--- config.mk ---
export PLATFORM = sky130hd
export DESIGN_NAME = bfcc_core
export DESIGN_NICKNAME = d
export VERILOG_FILES = /design/src/rtl/bfcc_pkg.sv /design/src/rtl/bfcc_core.sv
export SDC_FILE = /design/constraint.sdc
export NUM_CORES = 1
export LEC_CHECK = 0
export BUFFER_PORTS_ARGS = -buffer_cell sky130_fd_sc_hd__buf_4
export CELL_PAD_IN_SITES_DETAIL_PLACEMENT = 1
export CELL_PAD_IN_SITES_GLOBAL_PLACEMENT = 1
export CORE_MARGIN = 10
export CORE_UTILIZATION = 43
export DETAILED_ROUTE_END_ITERATION = 8
export GPL_TIMING_DRIVEN = 1
export PLACE_DENSITY = 0.88
export SLEW_MARGIN = 15
export SYNTH_ARGS = -nofsm -noshare
export SYNTH_HDL_FRONTEND = slang
export SYNTH_SLANG_ARGS = --single-unit
--- constraint.sdc ---
create_clock -name clk_i -period 4.5 [get_ports clk_i]
set_input_delay 0.675 -clock clk_i [delete_from_list [all_inputs] [get_ports clk_i]]
set_output_delay 0.675 -clock clk_i [all_outputs]
set_load 0.01 [all_outputs]
--- src/rtl/bfcc_pkg.sv ---
// constants, state codes and carrier types for the buck fault and config control
// assumes a 40 MHz system clock and comparators that flag trips as levels
package bfcc_pkg;

  // timing base
  localparam int unsigned CLK_KHZ      = 40000;
  localparam int unsigned FSW_FAST_KHZ = 500;
  localparam int unsigned FSW_SLOW_KHZ = 300;
  localparam logic [7:0]  PER_FAST     = 8'(CLK_KHZ / FSW_FAST_KHZ);
  localparam logic [7:0]  PER_SLOW     = 8'(CLK_KHZ / FSW_SLOW_KHZ);

  // sequence lengths in switching cycles
  localparam logic [9:0]  START_WAIT_CYC = 10'h020;
  localparam logic [9:0]  DISCHARGE_CYC  = 10'h100;
  localparam logic [9:0]  COOL_CYC       = 10'h200;
  localparam logic [1:0]  SYNC_MISS_MAX  = 2'h2;

  // overcurrent counter
  localparam logic [2:0]  OC_FIRST    = 3'h1;
  localparam logic [2:0]  OC_OVERFLOW = 3'h4;

  // block select codes and enable masks, bit n is power block n+1
  localparam logic [1:0]  SEL_ALL   = 2'h0;
  localparam logic [1:0]  SEL_FOUR  = 2'h1;
  localparam logic [1:0]  SEL_TWO   = 2'h2;
  localparam logic [1:0]  SEL_SLEEP = 2'h3;
  localparam logic [9:0]  BLK_ALL   = 10'h3FF;
  localparam logic [9:0]  BLK_FOUR  = 10'h0F0;
  localparam logic [9:0]  BLK_TWO   = 10'h030;
  localparam logic [9:0]  BLK_NONE  = 10'h000;
  localparam logic [3:0]  CNT_ALL   = 4'hA;
  localparam logic [3:0]  CNT_FOUR  = 4'h4;
  localparam logic [3:0]  CNT_TWO   = 4'h2;
  localparam logic [3:0]  CNT_NONE  = 4'h0;

  // register port
  localparam logic [3:0]  ADDR_CTRL   = 4'h0;
  localparam logic [3:0]  ADDR_STATUS = 4'h4;
  localparam logic [3:0]  ADDR_FAULTS = 4'h8;
  localparam int unsigned CTRL_SYNC_EN = 0;
  localparam int unsigned CTRL_VOTE    = 1;
  localparam logic [1:0]  CTRL_RESET   = 2'h3;

  typedef enum logic [3:0] {
    ST_OFF,
    ST_DISCHARGE,
    ST_WAIT,
    ST_SOFTSTART,
    ST_RUN,
    ST_SLEEP,
    ST_COOL,
    ST_COOL_SS
  } bfcc_state_t;

  typedef struct packed {
    logic        switching;
    logic        pg_released;
    logic        sync_active;
    logic [2:0]  oc_count;
    bfcc_state_t state;
  } bfcc_status_t;

  // asynchronous pins, passed through the synchroniser as one bundle
  typedef struct packed {
    logic       enable;
    logic       por_ok;
    logic       freq_choice;
    logic [1:0] block_sel;
    logic       sync_clk;
    logic       trip_a;
    logic       trip_b;
    logic       ss_done;
  } bfcc_pins_t;

endpackage

--- src/rtl/bfcc_core.sv ---
// start-up sequencing, overcurrent hiccup, block select and sync hand-over
// assumes analog comparators deliver trips and soft-start done as async levels,
// and the modulator ends each high-side pulse with pwm_end_i on this clock
`timescale 1ns/100ps
`default_nettype none

// Notes on behaviour
// - high-side current checked against trip level once per switching cycle.
// - overcurrent turns high-side off at once until next cycle start.
// - first overcurrent loads the fault counter with one.
// - overcurrent in the very next cycle increments the counter.
// - a cycle without overcurrent clears the counter.
// - fourth consecutive detection shuts down and pulls power-good low.
// - after shutdown wait 512 cycles plus one soft-start interval.
// - counter cleared when entering the cooling delay.
// - delay expiry starts a normal soft-start automatically.
// - successful soft-start releases power-good and resumes regulation.
// - restart shuts down again only on a fresh overflow; repeats forever.
// - frequency pin low gives 500 kHz, high gives 300 kHz.
// - when synchronised, cycles start in phase with the sync clock.
// - internal oscillator until power-good; sync used only afterwards.
// - select 00 all ten blocks, 01 blocks 5-8, 10 blocks 5-6, 11 none.
// - select 11 is sleep with every phase output high impedance.
// - leaving sleep ramps over one soft-start, skipping pre-initialization.
// - trip level scaled by the number of active blocks.
// - two independent trip channels guard against single-event upsets.
// - wait 32 cycles after enable and supply threshold before soft-start.
// - enable or supply loss discharges soft-start for 256 cycles.
// - power-good goes low as soon as enable drops.
module bfcc_core (
  input  wire logic       clk_i,
  input  wire logic       reset_n_i,
  input  wire logic       enable_i,
  input  wire logic       por_ok_i,
  input  wire logic       freq_choice_pin_i,
  input  wire logic       block_count_bit0_i,
  input  wire logic       block_count_bit1_i,
  input  wire logic       sync_clk_i,
  input  wire logic       current_limit_trip_a_i,
  input  wire logic       current_limit_trip_b_i,
  input  wire logic       ss_done_i,
  input  wire logic       pwm_end_i,
  input  wire logic [3:0] reg_addr_i,
  input  wire logic [31:0] reg_wdata_i,
  input  wire logic       reg_we_i,
  input  wire logic       reg_re_i,
  output logic [31:0]     reg_rdata_o,
  output logic            hs_gate_o,
  output logic            cycle_start_o,
  output logic [9:0]      phase_node_outputs_o,
  output logic            phase_node_hiz_o,
  output logic [3:0]      trip_scale_o,
  output logic            ss_discharge_o,
  output logic            sync_active_o,
  output logic            supply_ok_flag_o,
  output logic            supply_ok_flag_oe_n_o
);

  function automatic logic [9:0] blk_mask(input logic [1:0] sel);
    case (sel)
      bfcc_pkg::SEL_ALL:  blk_mask = bfcc_pkg::BLK_ALL;
      bfcc_pkg::SEL_FOUR: blk_mask = bfcc_pkg::BLK_FOUR;
      bfcc_pkg::SEL_TWO:  blk_mask = bfcc_pkg::BLK_TWO;
      default:            blk_mask = bfcc_pkg::BLK_NONE;
    endcase
  endfunction

  function automatic logic [3:0] blk_count(input logic [1:0] sel);
    case (sel)
      bfcc_pkg::SEL_ALL:  blk_count = bfcc_pkg::CNT_ALL;
      bfcc_pkg::SEL_FOUR: blk_count = bfcc_pkg::CNT_FOUR;
      bfcc_pkg::SEL_TWO:  blk_count = bfcc_pkg::CNT_TWO;
      default:            blk_count = bfcc_pkg::CNT_NONE;
    endcase
  endfunction

  bfcc_pkg::bfcc_pins_t  pins_raw;
  bfcc_pkg::bfcc_pins_t  meta_q;
  bfcc_pkg::bfcc_pins_t  pin_q;
  logic                  sync_prev_q;
  bfcc_pkg::bfcc_state_t state_q;
  bfcc_pkg::bfcc_state_t state_d;
  logic [9:0]            tmr_q;
  logic [7:0]            div_q;
  logic [7:0]            period;
  logic [7:0]            limit;
  logic [1:0]            miss_q;
  logic                  sync_act_q;
  logic                  cyc_pulse;
  logic                  sync_rise;
  logic                  en_ok;
  logic                  sleep_req;
  logic                  sw;
  logic                  trip_now;
  logic                  oc_seen_q;
  logic                  oc_hit;
  logic                  oc_ovf;
  logic [2:0]            oc_cnt_q;
  logic                  hs_q;
  logic                  cyc_q;
  logic [9:0]            blk_q;
  logic                  hiz_q;
  logic [3:0]            scale_q;
  logic                  ssd_q;
  logic                  pg_oe_n_q;
  logic [1:0]            ctrl_q;
  logic [7:0]            faults_q;
  logic [31:0]           rdata_q;
  bfcc_pkg::bfcc_status_t status;

  assign pins_raw = '{enable: enable_i, por_ok: por_ok_i, freq_choice: freq_choice_pin_i,
                      block_sel: {block_count_bit1_i, block_count_bit0_i},
                      sync_clk: sync_clk_i, trip_a: current_limit_trip_a_i,
                      trip_b: current_limit_trip_b_i, ss_done: ss_done_i};

  // two-stage synchroniser, meta_q is read only by pin_q
  always_ff @(posedge clk_i or negedge reset_n_i)
  begin
    if (!reset_n_i)
    begin
      meta_q      <= '0;
      pin_q       <= '0;
      sync_prev_q <= 1'b0;
    end
    else
    begin
      meta_q      <= pins_raw;
      pin_q       <= meta_q;
      sync_prev_q <= pin_q.sync_clk;
    end
  end

  assign en_ok     = pin_q.enable && pin_q.por_ok;
  assign sleep_req = (pin_q.block_sel == bfcc_pkg::SEL_SLEEP);
  assign sync_rise = pin_q.sync_clk && !sync_prev_q;
  assign sw        = (state_q == bfcc_pkg::ST_SOFTSTART) || (state_q == bfcc_pkg::ST_RUN);

  assign period = pin_q.freq_choice ? bfcc_pkg::PER_SLOW : bfcc_pkg::PER_FAST;
  // a slow sync edge may trail the internal period by up to 25 percent, so stretch the guard
  assign limit  = sync_act_q ? 8'(period + (period >> 2)) : period;
  // sync edge starts the cycle in phase
  assign cyc_pulse = (sync_act_q && sync_rise) || (div_q >= 8'(limit - 8'h01));

  always_ff @(posedge clk_i or negedge reset_n_i)
  begin
    if (!reset_n_i)
      div_q <= '0;
    else if (cyc_pulse)
      div_q <= '0;
    else
      div_q <= 8'(div_q + 8'h01);
  end

  // sync only once in regulation with power-good released; a lost sync
  // clock falls back to the internal oscillator after a few missed edges
  always_ff @(posedge clk_i or negedge reset_n_i)
  begin
    if (!reset_n_i)
    begin
      miss_q     <= '0;
      sync_act_q <= 1'b0;
    end
    else
    begin
      if (sync_rise)
        miss_q <= '0;
      else if (cyc_pulse && miss_q != bfcc_pkg::SYNC_MISS_MAX)
        miss_q <= 2'(miss_q + 2'h1);
      sync_act_q <= (state_d == bfcc_pkg::ST_RUN) && ctrl_q[bfcc_pkg::CTRL_SYNC_EN]
                    && (miss_q != bfcc_pkg::SYNC_MISS_MAX);
    end
  end

  // two channels; voting mode asks both to agree
  assign trip_now = ctrl_q[bfcc_pkg::CTRL_VOTE] ? (pin_q.trip_a && pin_q.trip_b)
                                                : (pin_q.trip_a || pin_q.trip_b);
  // one verdict per switching cycle, taken at the cycle boundary
  assign oc_hit = oc_seen_q || (trip_now && hs_q);
  assign oc_ovf = cyc_pulse && sw && oc_hit && (oc_cnt_q == 3'(bfcc_pkg::OC_OVERFLOW - 3'h1));

  always_ff @(posedge clk_i or negedge reset_n_i)
  begin
    if (!reset_n_i)
      oc_seen_q <= 1'b0;
    else if (cyc_pulse || !sw)
      oc_seen_q <= 1'b0;
    else if (trip_now && hs_q)
      oc_seen_q <= 1'b1;
  end

  // high side off on trip, back on only at the next cycle start
  always_ff @(posedge clk_i or negedge reset_n_i)
  begin
    if (!reset_n_i)
      hs_q <= 1'b0;
    else if (state_d != bfcc_pkg::ST_SOFTSTART && state_d != bfcc_pkg::ST_RUN)
      hs_q <= 1'b0;
    else if (cyc_pulse)
      hs_q <= 1'b1;
    else if (trip_now || pwm_end_i)
      hs_q <= 1'b0;
  end

  always_ff @(posedge clk_i or negedge reset_n_i)
  begin
    if (!reset_n_i)
      oc_cnt_q <= '0;
    else if (state_d == bfcc_pkg::ST_COOL || !sw)
      oc_cnt_q <= '0;
    else if (cyc_pulse)
    begin
      if (oc_hit && oc_cnt_q == 3'h0)
        oc_cnt_q <= bfcc_pkg::OC_FIRST;
      else if (oc_hit)
        oc_cnt_q <= 3'(oc_cnt_q + 3'h1);
      else
        oc_cnt_q <= '0;
    end
  end

  // sequencer; every count advances on the active switching cycle
  always_comb
  begin
    state_d = state_q;
    case (state_q)
      bfcc_pkg::ST_OFF:
        if (en_ok)
          state_d = bfcc_pkg::ST_WAIT;
      bfcc_pkg::ST_DISCHARGE:
        if (cyc_pulse && tmr_q == 10'(bfcc_pkg::DISCHARGE_CYC - 10'h001))
          state_d = bfcc_pkg::ST_OFF;
      bfcc_pkg::ST_WAIT:
        if (cyc_pulse && tmr_q == 10'(bfcc_pkg::START_WAIT_CYC - 10'h001))
          state_d = bfcc_pkg::ST_SOFTSTART;
      bfcc_pkg::ST_SOFTSTART:
        // during restart only an overflow shuts down again
        if (oc_ovf)
          state_d = bfcc_pkg::ST_COOL;
        else if (sleep_req)
          state_d = bfcc_pkg::ST_SLEEP;
        else if (pin_q.ss_done)
          state_d = bfcc_pkg::ST_RUN;
      bfcc_pkg::ST_RUN:
        if (oc_ovf)
          state_d = bfcc_pkg::ST_COOL;
        else if (sleep_req)
          state_d = bfcc_pkg::ST_SLEEP;
      bfcc_pkg::ST_SLEEP:
        if (!sleep_req)
          state_d = bfcc_pkg::ST_SOFTSTART;
      // 512 cycles, then one soft-start interval with switching held off
      bfcc_pkg::ST_COOL:
        if (cyc_pulse && tmr_q == 10'(bfcc_pkg::COOL_CYC - 10'h001))
          state_d = bfcc_pkg::ST_COOL_SS;
      // delay over, restart through the normal sequence
      bfcc_pkg::ST_COOL_SS:
        if (pin_q.ss_done)
          state_d = bfcc_pkg::ST_DISCHARGE;
      default:
        state_d = bfcc_pkg::ST_DISCHARGE;
    endcase
    // enable or supply loss overrides every state except off and discharge
    if (!en_ok && state_q != bfcc_pkg::ST_OFF && state_q != bfcc_pkg::ST_DISCHARGE)
      state_d = bfcc_pkg::ST_DISCHARGE;
  end

  always_ff @(posedge clk_i or negedge reset_n_i)
  begin
    if (!reset_n_i)
      state_q <= bfcc_pkg::ST_OFF;
    else
      state_q <= state_d;
  end

  always_ff @(posedge clk_i or negedge reset_n_i)
  begin
    if (!reset_n_i)
      tmr_q <= '0;
    else if (state_d != state_q)
      tmr_q <= '0;
    else if (cyc_pulse)
      tmr_q <= 10'(tmr_q + 10'h001);
  end

  // output stage, all registered; blocks, discharge and power-good decoded from the next state
  always_ff @(posedge clk_i or negedge reset_n_i)
  begin
    if (!reset_n_i)
    begin
      cyc_q     <= 1'b0;
      blk_q     <= bfcc_pkg::BLK_NONE;
      hiz_q     <= 1'b1;
      scale_q   <= bfcc_pkg::CNT_NONE;
      ssd_q     <= 1'b1;
      pg_oe_n_q <= 1'b0;
    end
    else
    begin
      cyc_q <= cyc_pulse;
      // decode active blocks; sleep or idle leaves all outputs floating
      if (state_d == bfcc_pkg::ST_SOFTSTART || state_d == bfcc_pkg::ST_RUN)
      begin
        blk_q <= blk_mask(pin_q.block_sel);
        hiz_q <= (blk_mask(pin_q.block_sel) == bfcc_pkg::BLK_NONE);
      end
      else
      begin
        blk_q <= bfcc_pkg::BLK_NONE;
        hiz_q <= 1'b1;
      end
      // trip reference follows active block count
      scale_q <= blk_count(pin_q.block_sel);
      ssd_q   <= (state_d != bfcc_pkg::ST_SOFTSTART) && (state_d != bfcc_pkg::ST_RUN)
                 && (state_d != bfcc_pkg::ST_COOL_SS);
      // pull low at once, released only while regulating
      pg_oe_n_q <= (state_d == bfcc_pkg::ST_RUN) && en_ok;
    end
  end

  // register port; a shutdown in the same cycle as a clear still counts
  always_ff @(posedge clk_i or negedge reset_n_i)
  begin
    if (!reset_n_i)
    begin
      ctrl_q   <= bfcc_pkg::CTRL_RESET;
      faults_q <= '0;
    end
    else
    begin
      if (reg_we_i && reg_addr_i == bfcc_pkg::ADDR_CTRL)
        ctrl_q <= reg_wdata_i[1:0];
      if (oc_ovf)
        faults_q <= (faults_q == 8'hFF) ? faults_q : 8'(faults_q + 8'h01);
      else if (reg_we_i && reg_addr_i == bfcc_pkg::ADDR_FAULTS)
        faults_q <= '0;
    end
  end

  assign status = '{switching: sw, pg_released: pg_oe_n_q, sync_active: sync_act_q,
                    oc_count: oc_cnt_q, state: state_q};

  always_ff @(posedge clk_i or negedge reset_n_i)
  begin
    if (!reset_n_i)
      rdata_q <= '0;
    else if (reg_re_i)
    begin
      case (reg_addr_i)
        bfcc_pkg::ADDR_CTRL:   rdata_q <= {30'h0, ctrl_q};
        bfcc_pkg::ADDR_STATUS: rdata_q <= {22'h0, status};
        bfcc_pkg::ADDR_FAULTS: rdata_q <= {24'h0, faults_q};
        default:               rdata_q <= '0;
      endcase
    end
    else
      rdata_q <= '0;
  end

  assign reg_rdata_o           = rdata_q;
  assign hs_gate_o             = hs_q;
  assign cycle_start_o         = cyc_q;
  assign phase_node_outputs_o  = blk_q;
  assign phase_node_hiz_o      = hiz_q;
  assign trip_scale_o          = scale_q;
  assign ss_discharge_o        = ssd_q;
  assign sync_active_o         = sync_act_q;
  assign supply_ok_flag_o      = 1'b0;
  assign supply_ok_flag_oe_n_o = pg_oe_n_q;
endmodule // bfcc_core

`default_nettype wire

# [Word-level counts from Yosys, hierarchy flattened]
# Index checks and enable logic that the tools add are counted.
[word_totals] output_inout_bits=53 word_cells=155 register_bits=109 inputBits=50
[classes] n_eq_ne=27 n_lt_le_gt_ge=1 reduce_logical=46 n_addsub=7 muxes=40
[op_table] cell="one-hot mux 10 bit (3 select lines)" n=2
[op_table] cell="two-way mux 4 bit" n=12
[op_table] cell="two-way mux 8 bit" n=6
[op_table] cell="two-way mux 10 bit" n=4
[op_table] cell="two-way mux 32 bit" n=1
[op_table] cell="one-hot mux 4 bit (8 select lines)" n=1
[op_table] cell="equality test 4 x 3 -> 1 bit (second input constant)" n=7
[op_table] cell="logical AND 1 bit" n=22
[op_table] cell="adder 8 x 1 -> 8 bit (second input constant)" n=2
[op_table] cell="equality test 4 x 2 -> 1 bit (second input constant)" n=3
[op_table] cell="two-way mux 3 bit" n=4
[op_table] cell="one-hot mux 4 bit (3 select lines)" n=1
[op_table] cell="adder 10 x 1 -> 10 bit (second input constant)" n=1
[op_table] cell="equality test 10 x 5 -> 1 bit (second input constant)" n=1
[op_table] cell="equality test 10 x 8 -> 1 bit (second input constant)" n=1
[op_table] cell="equality test 10 x 9 -> 1 bit (second input constant)" n=1
[op_table] cell="logical NOT 10 bit" n=1
[op_table] cell="nonzero test 2 bit" n=5
[op_table] cell="adder 8 x 6 -> 8 bit" n=1
[op_table] cell="equality test 8 bit (second input constant)" n=1
[op_table] cell="greater-or-equal comparator 8 bit" n=1
[op_table] cell="logical NOT 4 bit" n=2
[op_table] cell="logical OR 1 bit" n=8
[op_table] cell="!= test 4 x 3 -> 1 bit (second input constant)" n=2
[op_table] cell="20 further kinds" n=31

# [Depth between registers and ports, before layout]
# Gate-level depths: netlist of the first run.
[logic_depth] ltp_word=17 mapped_depth=12 ltp_nobuf=11

# [Least setup slack after synthesis of the first run]
# Ideal clock, no wire load.
[synth_path] path_kind="reg-to-reg" from="register sync_act_q (netlist: sync_active_o)" to="register hs_q (netlist: hs_gate_o)" setup_time_ps=87 t_required_ps=4413 setup_slack_ps=1818 path_stages_with_launch=12 path_buffers=0 synth_period_minus_slack_ps=2682 arrival_ps=2596 cell_sequence="dfrtp_1 > inv_1 > nand2_1 > ha_1 > a211oi_2 > o211ai_1 > a221oi_4 > inv_2 > a211oi_2 > a211oi_2 > mux2_4 > a211oi_2"
[synth_between] elab_chain_cells=13
[synth_lines] element="start: declaration" line_no="bfcc_core.sv:88" text="logic sync_act_q;"
[synth_lines] element="start signal: assignment" line_no="bfcc_core.sv:169" text="sync_act_q <= (state_d == bfcc_pkg::ST_RUN) && ctrl_q[bfcc_pkg::CTRL_SYNC_EN]"
[synth_lines] element="two-way mux 8 bit" line_no="bfcc_core.sv:140" text="assign limit = sync_act_q ? 8'(period + (period >> 2)) : period;"
[synth_lines] element="subtractor 8 x 1 -> 8 bit" line_no="bfcc_core.sv:142" text="assign cyc_pulse = (sync_act_q && sync_rise) || (div_q >= 8'(limit - 8'h01));"
[synth_lines] element="greater-or-equal comparator 8 bit" line_no="bfcc_core.sv:142"
[synth_lines] element="logical OR 1 bit *" line_no="bfcc_core.sv:142"
[synth_lines] element="logical AND 1 bit (3 in a row)" line_no="bfcc_core.sv:179" text="assign oc_ovf = cyc_pulse && sw && oc_hit && (oc_cnt_q == 3'(bfcc_pkg::OC_OVERFLOW - 3'h1));"
[synth_lines] element="two-way mux 4 bit (on tied branches)" line_no="bfcc_core.sv:244, bfcc_core.sv:237"
[synth_lines] element="one-hot mux 4 bit (8 select lines)" line_no="bfcc_core.sv:225" text="case (state_q)"
[synth_lines] element="two-way mux 4 bit" line_no="bfcc_core.sv:263" text="if (!en_ok && state_q != bfcc_pkg::ST_OFF && state_q != bfcc_pkg::ST_DISCHARGE)"
[synth_lines] element="!= test 4 x 2 -> 1 bit or != test 4 x 3 -> 1 bit (tied branches)" line_no="bfcc_core.sv:196" text="else if (state_d != bfcc_pkg::ST_SOFTSTART && state_d != bfcc_pkg::ST_RUN)"
[synth_lines] element="logical AND 1 bit" line_no="bfcc_core.sv:196"
[synth_lines] element="nonzero test 3 bit (no line) or two-way mux 1 bit (tied branches)"
[synth_lines] element="end signal: assignment" line_no="bfcc_core.sv:195" text="hs_q <= 1'b0;"
[synth_lines] element="end signal: assignment" line_no="bfcc_core.sv:197" text="hs_q <= 1'b0;"
[synth_lines] element="end signal: assignment" line_no="bfcc_core.sv:199" text="hs_q <= 1'b1;"
[synth_lines] element="end: declaration" line_no="bfcc_core.sv:99" text="logic hs_q;"
# Mark *: on every way between the ends. The rest lies on a longest branch, timed or not.
# A chain may end at the register's enable or synchronous reset.

# [Worst setup path in the final report of the first run]
# Same ends and word-level chain as after synthesis.

==> metrics, run 1 <==
outcome=complete, no violations; post-route DRC violation count=0; FFs w/ async S/R, synth=100%; count of pins on the block boundary=103; Routed Wire Length=9540 µm; half-perimeter wire length after placement=6710 µm; number of synthesized register bits=79; clock-pin slew on the worst setup and hold paths=0.09 ns; Filler cells=1008; Internal Dissipation=1210 µW; CTS tree=built; Total Nets Final=488; Final Critical Period=3.49 ns; total leakage power=0.00212 µW; average wire per standard cell=17.8 µm; pre-CTS setup slack=1.10 ns; number of nets still failing antenna checks after routing=0; required arrival time at the worst endpoint=4.76 ns; Synth top area share=48.0%; Remaining Overflow, GRT=0; number of hold violations in the final report=0; Non-Filler Cell Area, Final=0.00444 mm²; final worst-path cycle share=77.5%; VDD IR max=135 µV; Startpoint Class=flop; Buffers on Ports=48; buffer cell driving the clock tree root=sky130_fd_sc_hd__clkbuf_8; dominant register cell in the synthesized netlist=sky130_fd_sc_hd__dfrtp_1; placeable core region=0.00881 mm²; clock latency on the worst-skew pair=0.36 ns; Pwr Density=381 mW/mm²; DR pass1 iterations=4; dominant cell by count in the synthesized netlist=sky130_fd_sc_hd__dfrtp_1; worst slew margin relative to its limit=34.9%; Final Worst Setup Slack=1.01 ns; total routing resource utilization after global routing=14.7%; number of flops mapped to enable cells by yosys=0; starting density of the core=44.4%; arrival time at the worst endpoint=3.75 ns; area growth from synthesis to layout=13.5%; CTS buffer count=9; Avg Synthesized Cell Area=10.2 µm²; slew at the pin closest to its max-slew limit=0.977 ns; Sw Ratio=28.2%; switching pwr=476 µW; maximum clock skew at final layout=0.0179 ns; Synth top cells by count=sky130_fd_sc_hd__dfrtp_1, sky130_fd_sc_hd__nor2_1, sky130_fd_sc_hd__buf_4, sky130_fd_sc_hd__nand2_1, sky130_fd_sc_hd__a21oi_1; worst min path class=reg -> reg; largest area contributor in the synthesized netlist=sky130_fd_sc_hd__dfrtp_1; via count of the first global-routing pass=3180; fraction of power consumed by combinational cells=16.6%; MaxCap Viol Count=0; mapped cell area=0.00391 mm²; clock share of power=33.9%; layout cells sized above 1=19.4%; maximum clock frequency=0.287 GHz; Max Transition Viols Final=0; share of power burned in registers=49.6%; Placement Rows=34; Setup violations, final=0; number of warnings reported in the yosys synthesis log=0; height of the die=115 µm; initial antenna violation count=0; count of clock tree sinks=79; number of instances in the synthesized netlist=382; die area=0.0133 mm²; buffer count from post-CTS setup fixing=0; count of cell types in the netlist=59; setup TNS after final layout=0 ns; Bufs on Longest Clock Path=2; sequential fraction of the synthesis area=50.7%; # diodes=0; routability congestion estimate from global placement=0.838; largest cells by area after synthesis=sky130_fd_sc_hd__dfrtp_1, sky130_fd_sc_hd__buf_4, sky130_fd_sc_hd__ha_1; pin count of the biggest net entering global routing=80; number of hold buffers added after CTS=0; Worst Setup Path Type=reg -> reg; width of the chip=115 µm; post-cts resize count=0; largest fanout of any net on the critical path=17; Via Count=2907; wire length of the first global-routing pass=15700 µm; placed cell area=0.00423 mm²; first-iteration detailed-routing DRC count=178; Critical Path Sink Type=flop; post-detailed-route via-to-cell ratio=5.42; CTS HTree Levels=3; setup repair after global routing missed its margin=false
-- through the flow --
step	power (µW)	utilization, %	std cells	hold WS [ns]
after detailed placement	1120	48.0	521	0.336
after CTS	1710	50.4	536	0.353
after global routing	1780	50.4	536	0.359
after floorplan	1040	-	406	0.331
after global placement	1100	48.0	521	0.334
final	1690	50.4	536	0.349
-- final cells by class --
class	instances	area [µm²]	share of cell area, %
flip-flops and latches	79	1980	44.6
multi-input cells	272	1700	38.2
repair buffers	49	368	8.28
clock buffers	11	141	3.18
well taps	108	135	3.04
clock inverters	4	70.1	1.58
inverters	13	48.8	1.10
-- power groups by stage --
stage	combinational, µW	sequential, µW	clock [µW]
2_1_floorplan	206	829	0
3_3_place_gp	255	842	0
5_1_grt	316	848	620
3_5_place_dp	269	848	0
4_1_cts	284	837	586
6_report	280	838	572
-- cells in the final DEF (no fill, tap or decap), types with 5 or more instances in the layout --
cell | Yosys | final
sky130_fd_sc_hd__ha_1 | 14 | 14
sky130_fd_sc_hd__nor3_1 | 14 | 14
sky130_fd_sc_hd__xnor2_1 | 7 | 7
sky130_fd_sc_hd__nor3b_1 | 5 | 5
sky130_fd_sc_hd__nor2b_1 | 5 | 5
sky130_fd_sc_hd__nand2_1 | 31 | 31
sky130_fd_sc_hd__nor2_1 | 42 | 42
sky130_fd_sc_hd__and3_1 | 13 | 13
sky130_fd_sc_hd__o21ai_0 | 15 | 15
sky130_fd_sc_hd__clkbuf_8 | 0 | 10
sky130_fd_sc_hd__inv_1 | 12 | 12
sky130_fd_sc_hd__mux2i_1 | 5 | 5
sky130_fd_sc_hd__xor2_1 | 9 | 9
sky130_fd_sc_hd__buf_4 | 31 | 49
sky130_fd_sc_hd__conb_1 | 1 | 25
sky130_fd_sc_hd__nand3_1 | 7 | 7
sky130_fd_sc_hd__a21oi_1 | 18 | 18
sky130_fd_sc_hd__a22oi_1 | 6 | 6
sky130_fd_sc_hd__dfrtp_1 | 75 | 75
-- per-layer routing --
metal / vias up / track usage (%) / wire length [µm]
met5: - / 0 / 0
met4: 0 / 4.14 / 144
met3: 14 / 4.17 / 475
met2: 63 / 26.0 / 5000
met1: 1469 / 16.8 / 3920
li1: 1361 / - / -
-- flip-flops by register name, summed over array words and instances, names as in the netlist, 2 cells and up --
signal and cells:
ctrl_q 2, faults_q 8, miss_q 2, state_q 4
reg_rdata_o 10, tmr_q 10, trip_scale_o 3, meta_q 9
oc_cnt_q 3, div_q 8, phase_node_outputs_o 3, pin_q 9
-- worst max-delay path: stages, from the launching register on --
cell and delay, ns:
sky130_fd_sc_hd__dfrtp_1 0.46, sky130_fd_sc_hd__inv_1 0.15, sky130_fd_sc_hd__nand2_1 0.10, sky130_fd_sc_hd__ha_1 0.31
sky130_fd_sc_hd__nor3b_1 0.24, sky130_fd_sc_hd__o211ai_1 0.17, sky130_fd_sc_hd__a221oi_4 0.52, sky130_fd_sc_hd__buf_4 0.32
sky130_fd_sc_hd__o31ai_1 0.12, sky130_fd_sc_hd__a211oi_2 0.43, sky130_fd_sc_hd__mux2_4 0.37, sky130_fd_sc_hd__a211oi_2 0.20
-- final timing paths --
| kind | start | end | slack (ns) | cells after the start |
|---|---|---|---|---|
| worst min-delay path | meta_q[6] | pin_q[6] | 0.35 | 0 |
| worst min register to register | meta_q[6] | pin_q[6] | 0.35 | 0 |
| max in group asynchronous | reset_n_i | faults_q[7] | 3.39 | 1 |
| min in group asynchronous | reset_n_i | div_q[1] | 0.48 | 1 |
| worst max-delay path | sync_active_o | hs_gate_o | 1.01 | 11 |
| worst max register to register | sync_active_o | hs_gate_o | 1.01 | 11 |
-- cell families (layout without fill, tap and decap cells) --
| family | count (synthesis) | in the layout | synth area share (%) |
|---|---|---|---|
| multiplexers | 9 | 9 | 2.53 |
| other | 1 | 25 | 0.0959 |
| XOR/XNOR | 16 | 16 | 3.58 |
| AO/OA/AOI/OAI | 68 | 68 | 12.6 |
| adder cells (fa/ha/maj) | 14 | 14 | 4.48 |
| AND/OR/NAND/NOR | 140 | 140 | 17.8 |
| buffers and inverters | 55 | 77 | 8.28 |
| flip-flops | 79 | 79 | 50.7 |
Note: power is estimated with default switching activity, not from simulation.
==> run 2: changes to the inputs <==
CORE_UTILIZATION = 40   (was 43)
PLACE_DENSITY = 0.83   (was 0.88)
clock period = 3.4 ns   (was 4.5 ns; I/O delays follow)
==> metrics, run 2 (same netlist as run 1, synthesis figures left out) <==
outcome=complete, no violations; width of the chip=119 µm; Filler cells=1137; Detail Route met2 WL=4890 µm; total routing resource utilization after global routing=13.4%; placed cell count=549; setup repair after global routing missed its margin=false; WHS Endpoint=meta_q[6]; CTS tree=built; worst slew margin relative to its limit=33.4%; average wire per standard cell=16.5 µm; Routed Wire Length=9360 µm; commonest non-fill, non-tap cell in the layout=sky130_fd_sc_hd__dfrtp_1; Buffers on Ports=48; Remaining Overflow, GRT=0; post-cts resize count=0; worst min path class=in -> reg; top routing layer in use=met4; Setup violations, final=0; Worst Hold Launch=freq_choice_pin_i; Final Critical Period=3.16 ns; post-detailed-route via-to-cell ratio=5.14; first-iteration detailed-routing DRC count=169; launching point of the worst reg2reg path=sync_active_o; wire length of the first global-routing pass=15800 µm; # diodes=0; depth of the worst hold-timing path=1; pre-CTS setup slack=0.237 ns; ordered cell list for the critical path=inv_1 > nand2_1 > ha_1 > nor3b_1 > o211ai_1 > a221oi_4 > buf_4 > nor2_1 > nor3_1 > o221ai_2 > nor3b_1; routed length on met3=468 µm; clock latency on the worst-skew pair=0.36 ns; slew at the pin closest to its max-slew limit=0.999 ns; Pwr Density=483 mW/mm²; placeable core region=0.00964 mm²; Max Transition Viols Final=0; largest fanout of any net on the critical path=12; CP dominant cell by count=sky130_fd_sc_hd__nor3b_1; DR pass1 iterations=4; Placement Rows=36; routability congestion estimate from global placement=0.892; category of cells accounting for the largest share of critical-path delay=simple AND/OR/NAND/NOR gates; half-perimeter wire length after placement=6820 µm; total leakage power=0.00212 µW; CTS buffer count=9; arrival time at the worst endpoint=3.42 ns; r2r worst-path depth=11; count of pins on the block boundary=103; CP Buf/Inv Count=2; pin count of the biggest net entering global routing=80; initial antenna violation count=0; Total Nets Final=493; worst r2r dst=tmr_q[1]; cell with the largest stage delay on the worst path=sky130_fd_sc_hd__dfrtp_1; commonest cells after routing, fill and taps aside=sky130_fd_sc_hd__dfrtp_1, sky130_fd_sc_hd__buf_4, sky130_fd_sc_hd__nor2_1; setup TNS after final layout=0 ns; largest stage delay on the critical path=0.44 ns; R2R setup slack=0.24 ns; Bufs on Longest Clock Path=2; final worst-path cycle share=93.0%; die area=0.0141 mm²; final instance count without filler cells=566; Worst Setup Path Type=reg -> reg; layout cells sized above 1=20.3%; VDD IR max=172 µV; height of the die=119 µm; Final Worst Setup Slack=0.237 ns; Via Count=2907; Metal-1 WL=3920 µm; CTS HTree Levels=3; count of clock tree sinks=79; number of hold violations in the final report=0; via count of the first global-routing pass=3072; Startpoint Class=flop; number of nets still failing antenna checks after routing=0; starting density of the core=40.6%; buffer cell driving the clock tree root=sky130_fd_sc_hd__clkbuf_8; MaxCap Viol Count=0; clock-pin slew on the worst setup and hold paths=0.08 ns; area growth from synthesis to layout=14.7%; Critical Path Sink Type=flop; maximum clock frequency=0.316 GHz; maximum clock skew at final layout=0.0144 ns; required arrival time at the worst endpoint=3.65 ns; post-route DRC violation count=0
-- run 2: cell types whose count changed in the layout (fill, tap and decap cells not counted) --
cell | previous run | this run
sky130_fd_sc_hd__buf_4 | 49 | 54
sky130_fd_sc_hd__bufinv_16 | 2 | 1
sky130_fd_sc_hd__clkinvlp_4 | 0 | 1
-- run 2: report_power, final --
group | switching (µW) | total, µW | internal, µW
Sequential | 81.7 | 1110 | 1020
Clock | 323 | 676 | 353
Combinational | 217 | 385 | 168
-- run 2: area by class of cell --
type / instances / area [µm²] / area share (%)
clock buffers: 11 / 141 / 3.15
clock inverters: 4 / 47.5 / 1.06
inverters: 13 / 48.8 / 1.09
multi-input cells: 272 / 1700 / 37.8
flip-flops and latches: 79 / 1980 / 44.2
well taps: 133 / 166 / 3.71
repair buffers: 54 / 405 / 9.04
-- run 2: worst reg2reg max path: cells and delay by family (launching register included) --
kind / cells / cell delay (ns)
AND/OR/NAND/NOR: 5 / 1.07
AO/OA/AOI/OAI: 3 / 0.90
flip-flops: 1 / 0.44
buffers and inverters: 2 / 0.38
adder cells (fa/ha/maj): 1 / 0.28
-- run 2: what timing repair did --
item | in CTS | in global routing
buffers inserted | 0 | 2
hold buffers | 0 | 0
endpoints found under the setup margin | 0 | 7
-- run 2: how the worst max path moves through the flow --
stage                     cells past startpoint          start   endpoint
after detailed placement                     11  sync_active_o   tmr_q[1]
after CTS                                    11  sync_active_o   tmr_q[1]
final                                        11  sync_active_o   tmr_q[1]
after global placement                       11  sync_active_o   tmr_q[1]
after global routing                         11  sync_active_o   tmr_q[1]
after floorplan                              11  sync_active_o  hs_gate_o
-- run 2: routing by layer --
metal	global-route usage (%)	vias to the layer above
met4	3.74	0
met5	0	-
li1	-	1374
met1	15.4	1463
met3	4.02	10
met2	23.8	60
-- run 2: through the flow --
step           hold WS (ns)  cell area, µm²  power [µW]  util (%)
3_5_place_dp          0.336            4280        1500      44.4
6_report              0.256            4490        2170      46.5
3_3_place_gp          0.333            4280        1470      44.4
5_1_grt               0.225            4490        2300      46.5
4_1_cts               0.233            4470        2190      46.4
2_1_floorplan         0.214            4000        1370         -
==> run 3: changes to the inputs <==
CELL_PAD_IN_SITES_DETAIL_PLACEMENT = not set   (was 1)
CELL_PAD_IN_SITES_GLOBAL_PLACEMENT = not set   (was 1)
CORE_UTILIZATION = 53   (was 40)
PLACE_DENSITY = 0.84   (was 0.83)
==> metrics, run 3 (same netlist as run 1, synthesis figures left out) <==
outcome=complete, no violations; global routing usage on met2=25.1%; number of hold violations in the final report=0; M1 GR Usage=16.2%; commonest cells after routing, fill and taps aside=sky130_fd_sc_hd__dfrtp_1, sky130_fd_sc_hd__buf_4, sky130_fd_sc_hd__nor2_1; count of clock tree sinks=79; Bufs on Longest Clock Path=2; half-perimeter wire length after placement=5990 µm; worst min path class=in -> reg; Setup violations, final=0; required arrival time at the worst endpoint=3.66 ns; worst slew margin relative to its limit=37.2%; placeable core region=0.00721 mm²; Max Transition Viols Final=0; count of pins on the block boundary=103; post-route DRC violation count=0; number of hold buffers added after CTS=0; pin count of the biggest net entering global routing=80; width of the chip=106 µm; buffer cell driving the clock tree root=sky130_fd_sc_hd__clkbuf_8; Non-Filler Cell Area, Final=0.00443 mm²; maximum clock frequency=0.322 GHz; Worst Hold Launch=block_count_bit1_i; VDD IR max=268 µV; Pwr Density=479 mW/mm²; placed cell count=513; Total Nets Final=492; total routing resource utilization after global routing=14.8%; highest-utilization routing layer at the global route stage=met2; clock latency on the worst-skew pair=0.34 ns; post-detailed-route via-to-cell ratio=5.50; setup repair after global routing missed its margin=false; final instance count without filler cells=531; starting density of the core=54.2%; number of nets still failing antenna checks after routing=0; placed cell area=0.00423 mm²; Routed Wire Length=8200 µm; arrival time at the worst endpoint=3.36 ns; Startpoint Class=flop; Final Worst Setup Slack=0.294 ns; MaxCap Viol Count=0; initial antenna violation count=0; height of the die=106 µm; global routing usage on met3=4.71%; Worst Setup Path Type=reg -> reg; DR pass1 iterations=4; Filler cells=596; maximum clock skew at final layout=0.0120 ns; pre-CTS setup slack=0.228 ns; average wire per standard cell=15.4 µm; CTS HTree Levels=3; Final Critical Period=3.11 ns; commonest non-fill, non-tap cell in the layout=sky130_fd_sc_hd__dfrtp_1; Remaining Overflow, GRT=0; final worst-path cycle share=91.4%; largest fanout of any net on the critical path=16; Critical Path Sink Type=flop; wire length of the first global-routing pass=14000 µm; timing startpoint of the critical path=sync_active_o; slew at the pin closest to its max-slew limit=0.942 ns; die area=0.0112 mm²; total leakage power=0.00211 µW; CTS tree=built; Via Count=2922; setup TNS after final layout=0 ns; # diodes=0; clock-pin slew on the worst setup and hold paths=0.08 ns; worst hold-check slack=0.272 ns; first-iteration detailed-routing DRC count=165; routability congestion estimate from global placement=0.835; launching point of the worst reg2reg path=sync_active_o; layout cells sized above 1=19.9%; R2R setup slack=0.29 ns; Placement Rows=31; via count of the first global-routing pass=3081; Buffers on Ports=48; area growth from synthesis to layout=13.2%; CTS buffer count=9
==> run 3: through the flow <==
step	util, %	total power (µW)
floorplan	-	1370
global placement	58.6	1450
detailed placement	58.6	1470
CTS	61.0	2120
global route	61.4	2240
finish	61.4	2120
==> run 3: cell type report <==
| class | count | area (µm²) | share of cell area, % |
|---|---|---|---|
| clock inverters | 4 | 47.5 | 1.07 |
| flip-flops and latches | 79 | 1980 | 44.8 |
| well taps | 99 | 124 | 2.80 |
| repair buffers | 53 | 398 | 8.99 |
| clock buffers | 11 | 131 | 2.97 |
| multi-input cells | 272 | 1700 | 38.3 |
| inverters | 13 | 48.8 | 1.10 |
==> run 3: worst paths after layout <==
path	end	cells after the start
max reg2reg	hs_gate_o	12
min in group asynchronous	tmr_q[0]	1
max	hs_gate_o	12
max in group asynchronous	tmr_q[9]	1
min reg2reg	pin_q[6]	0
min	meta_q[5]	1
==> run 3: critical path: stages (launching register included) <==
cell	delay [ns]
sky130_fd_sc_hd__dfrtp_1	0.46
sky130_fd_sc_hd__inv_1	0.14
sky130_fd_sc_hd__nand2_1	0.08
sky130_fd_sc_hd__ha_1	0.31
sky130_fd_sc_hd__o211ai_1	0.09
sky130_fd_sc_hd__o211ai_1	0.27
sky130_fd_sc_hd__a221oi_4	0.12
sky130_fd_sc_hd__buf_4	0.16
sky130_fd_sc_hd__inv_2	0.23
sky130_fd_sc_hd__a211oi_2	0.14
sky130_fd_sc_hd__a211oi_2	0.45
sky130_fd_sc_hd__mux2_4	0.36
sky130_fd_sc_hd__a211oi_2	0.18
==> run 3: where the power goes <==
part | switching [µW] | leakage (µW) | internal (µW) | total [µW]
clock network | 316 | 0.0000892 | 333 | 649
registers | 80.3 | 0.00102 | 1020 | 1100
logic | 204 | 0.00100 | 161 | 365
total | 600 | 0.00211 | 1520 | 2120
==> run 3: timing repair <==
action / 4_1_cts / 5_1_grt
buffers inserted: 0 / 3
endpoints found under the setup margin: 0 / 1
resized for setup: 0 / 0
==> run 3: layer usage <==
metal / routed length [µm] / up-vias
li1: - / 1379
met3: 520 / 27
met2: 4200 / 109
met4: 244 / 0
met1: 3240 / 1407
met5: 0 / -
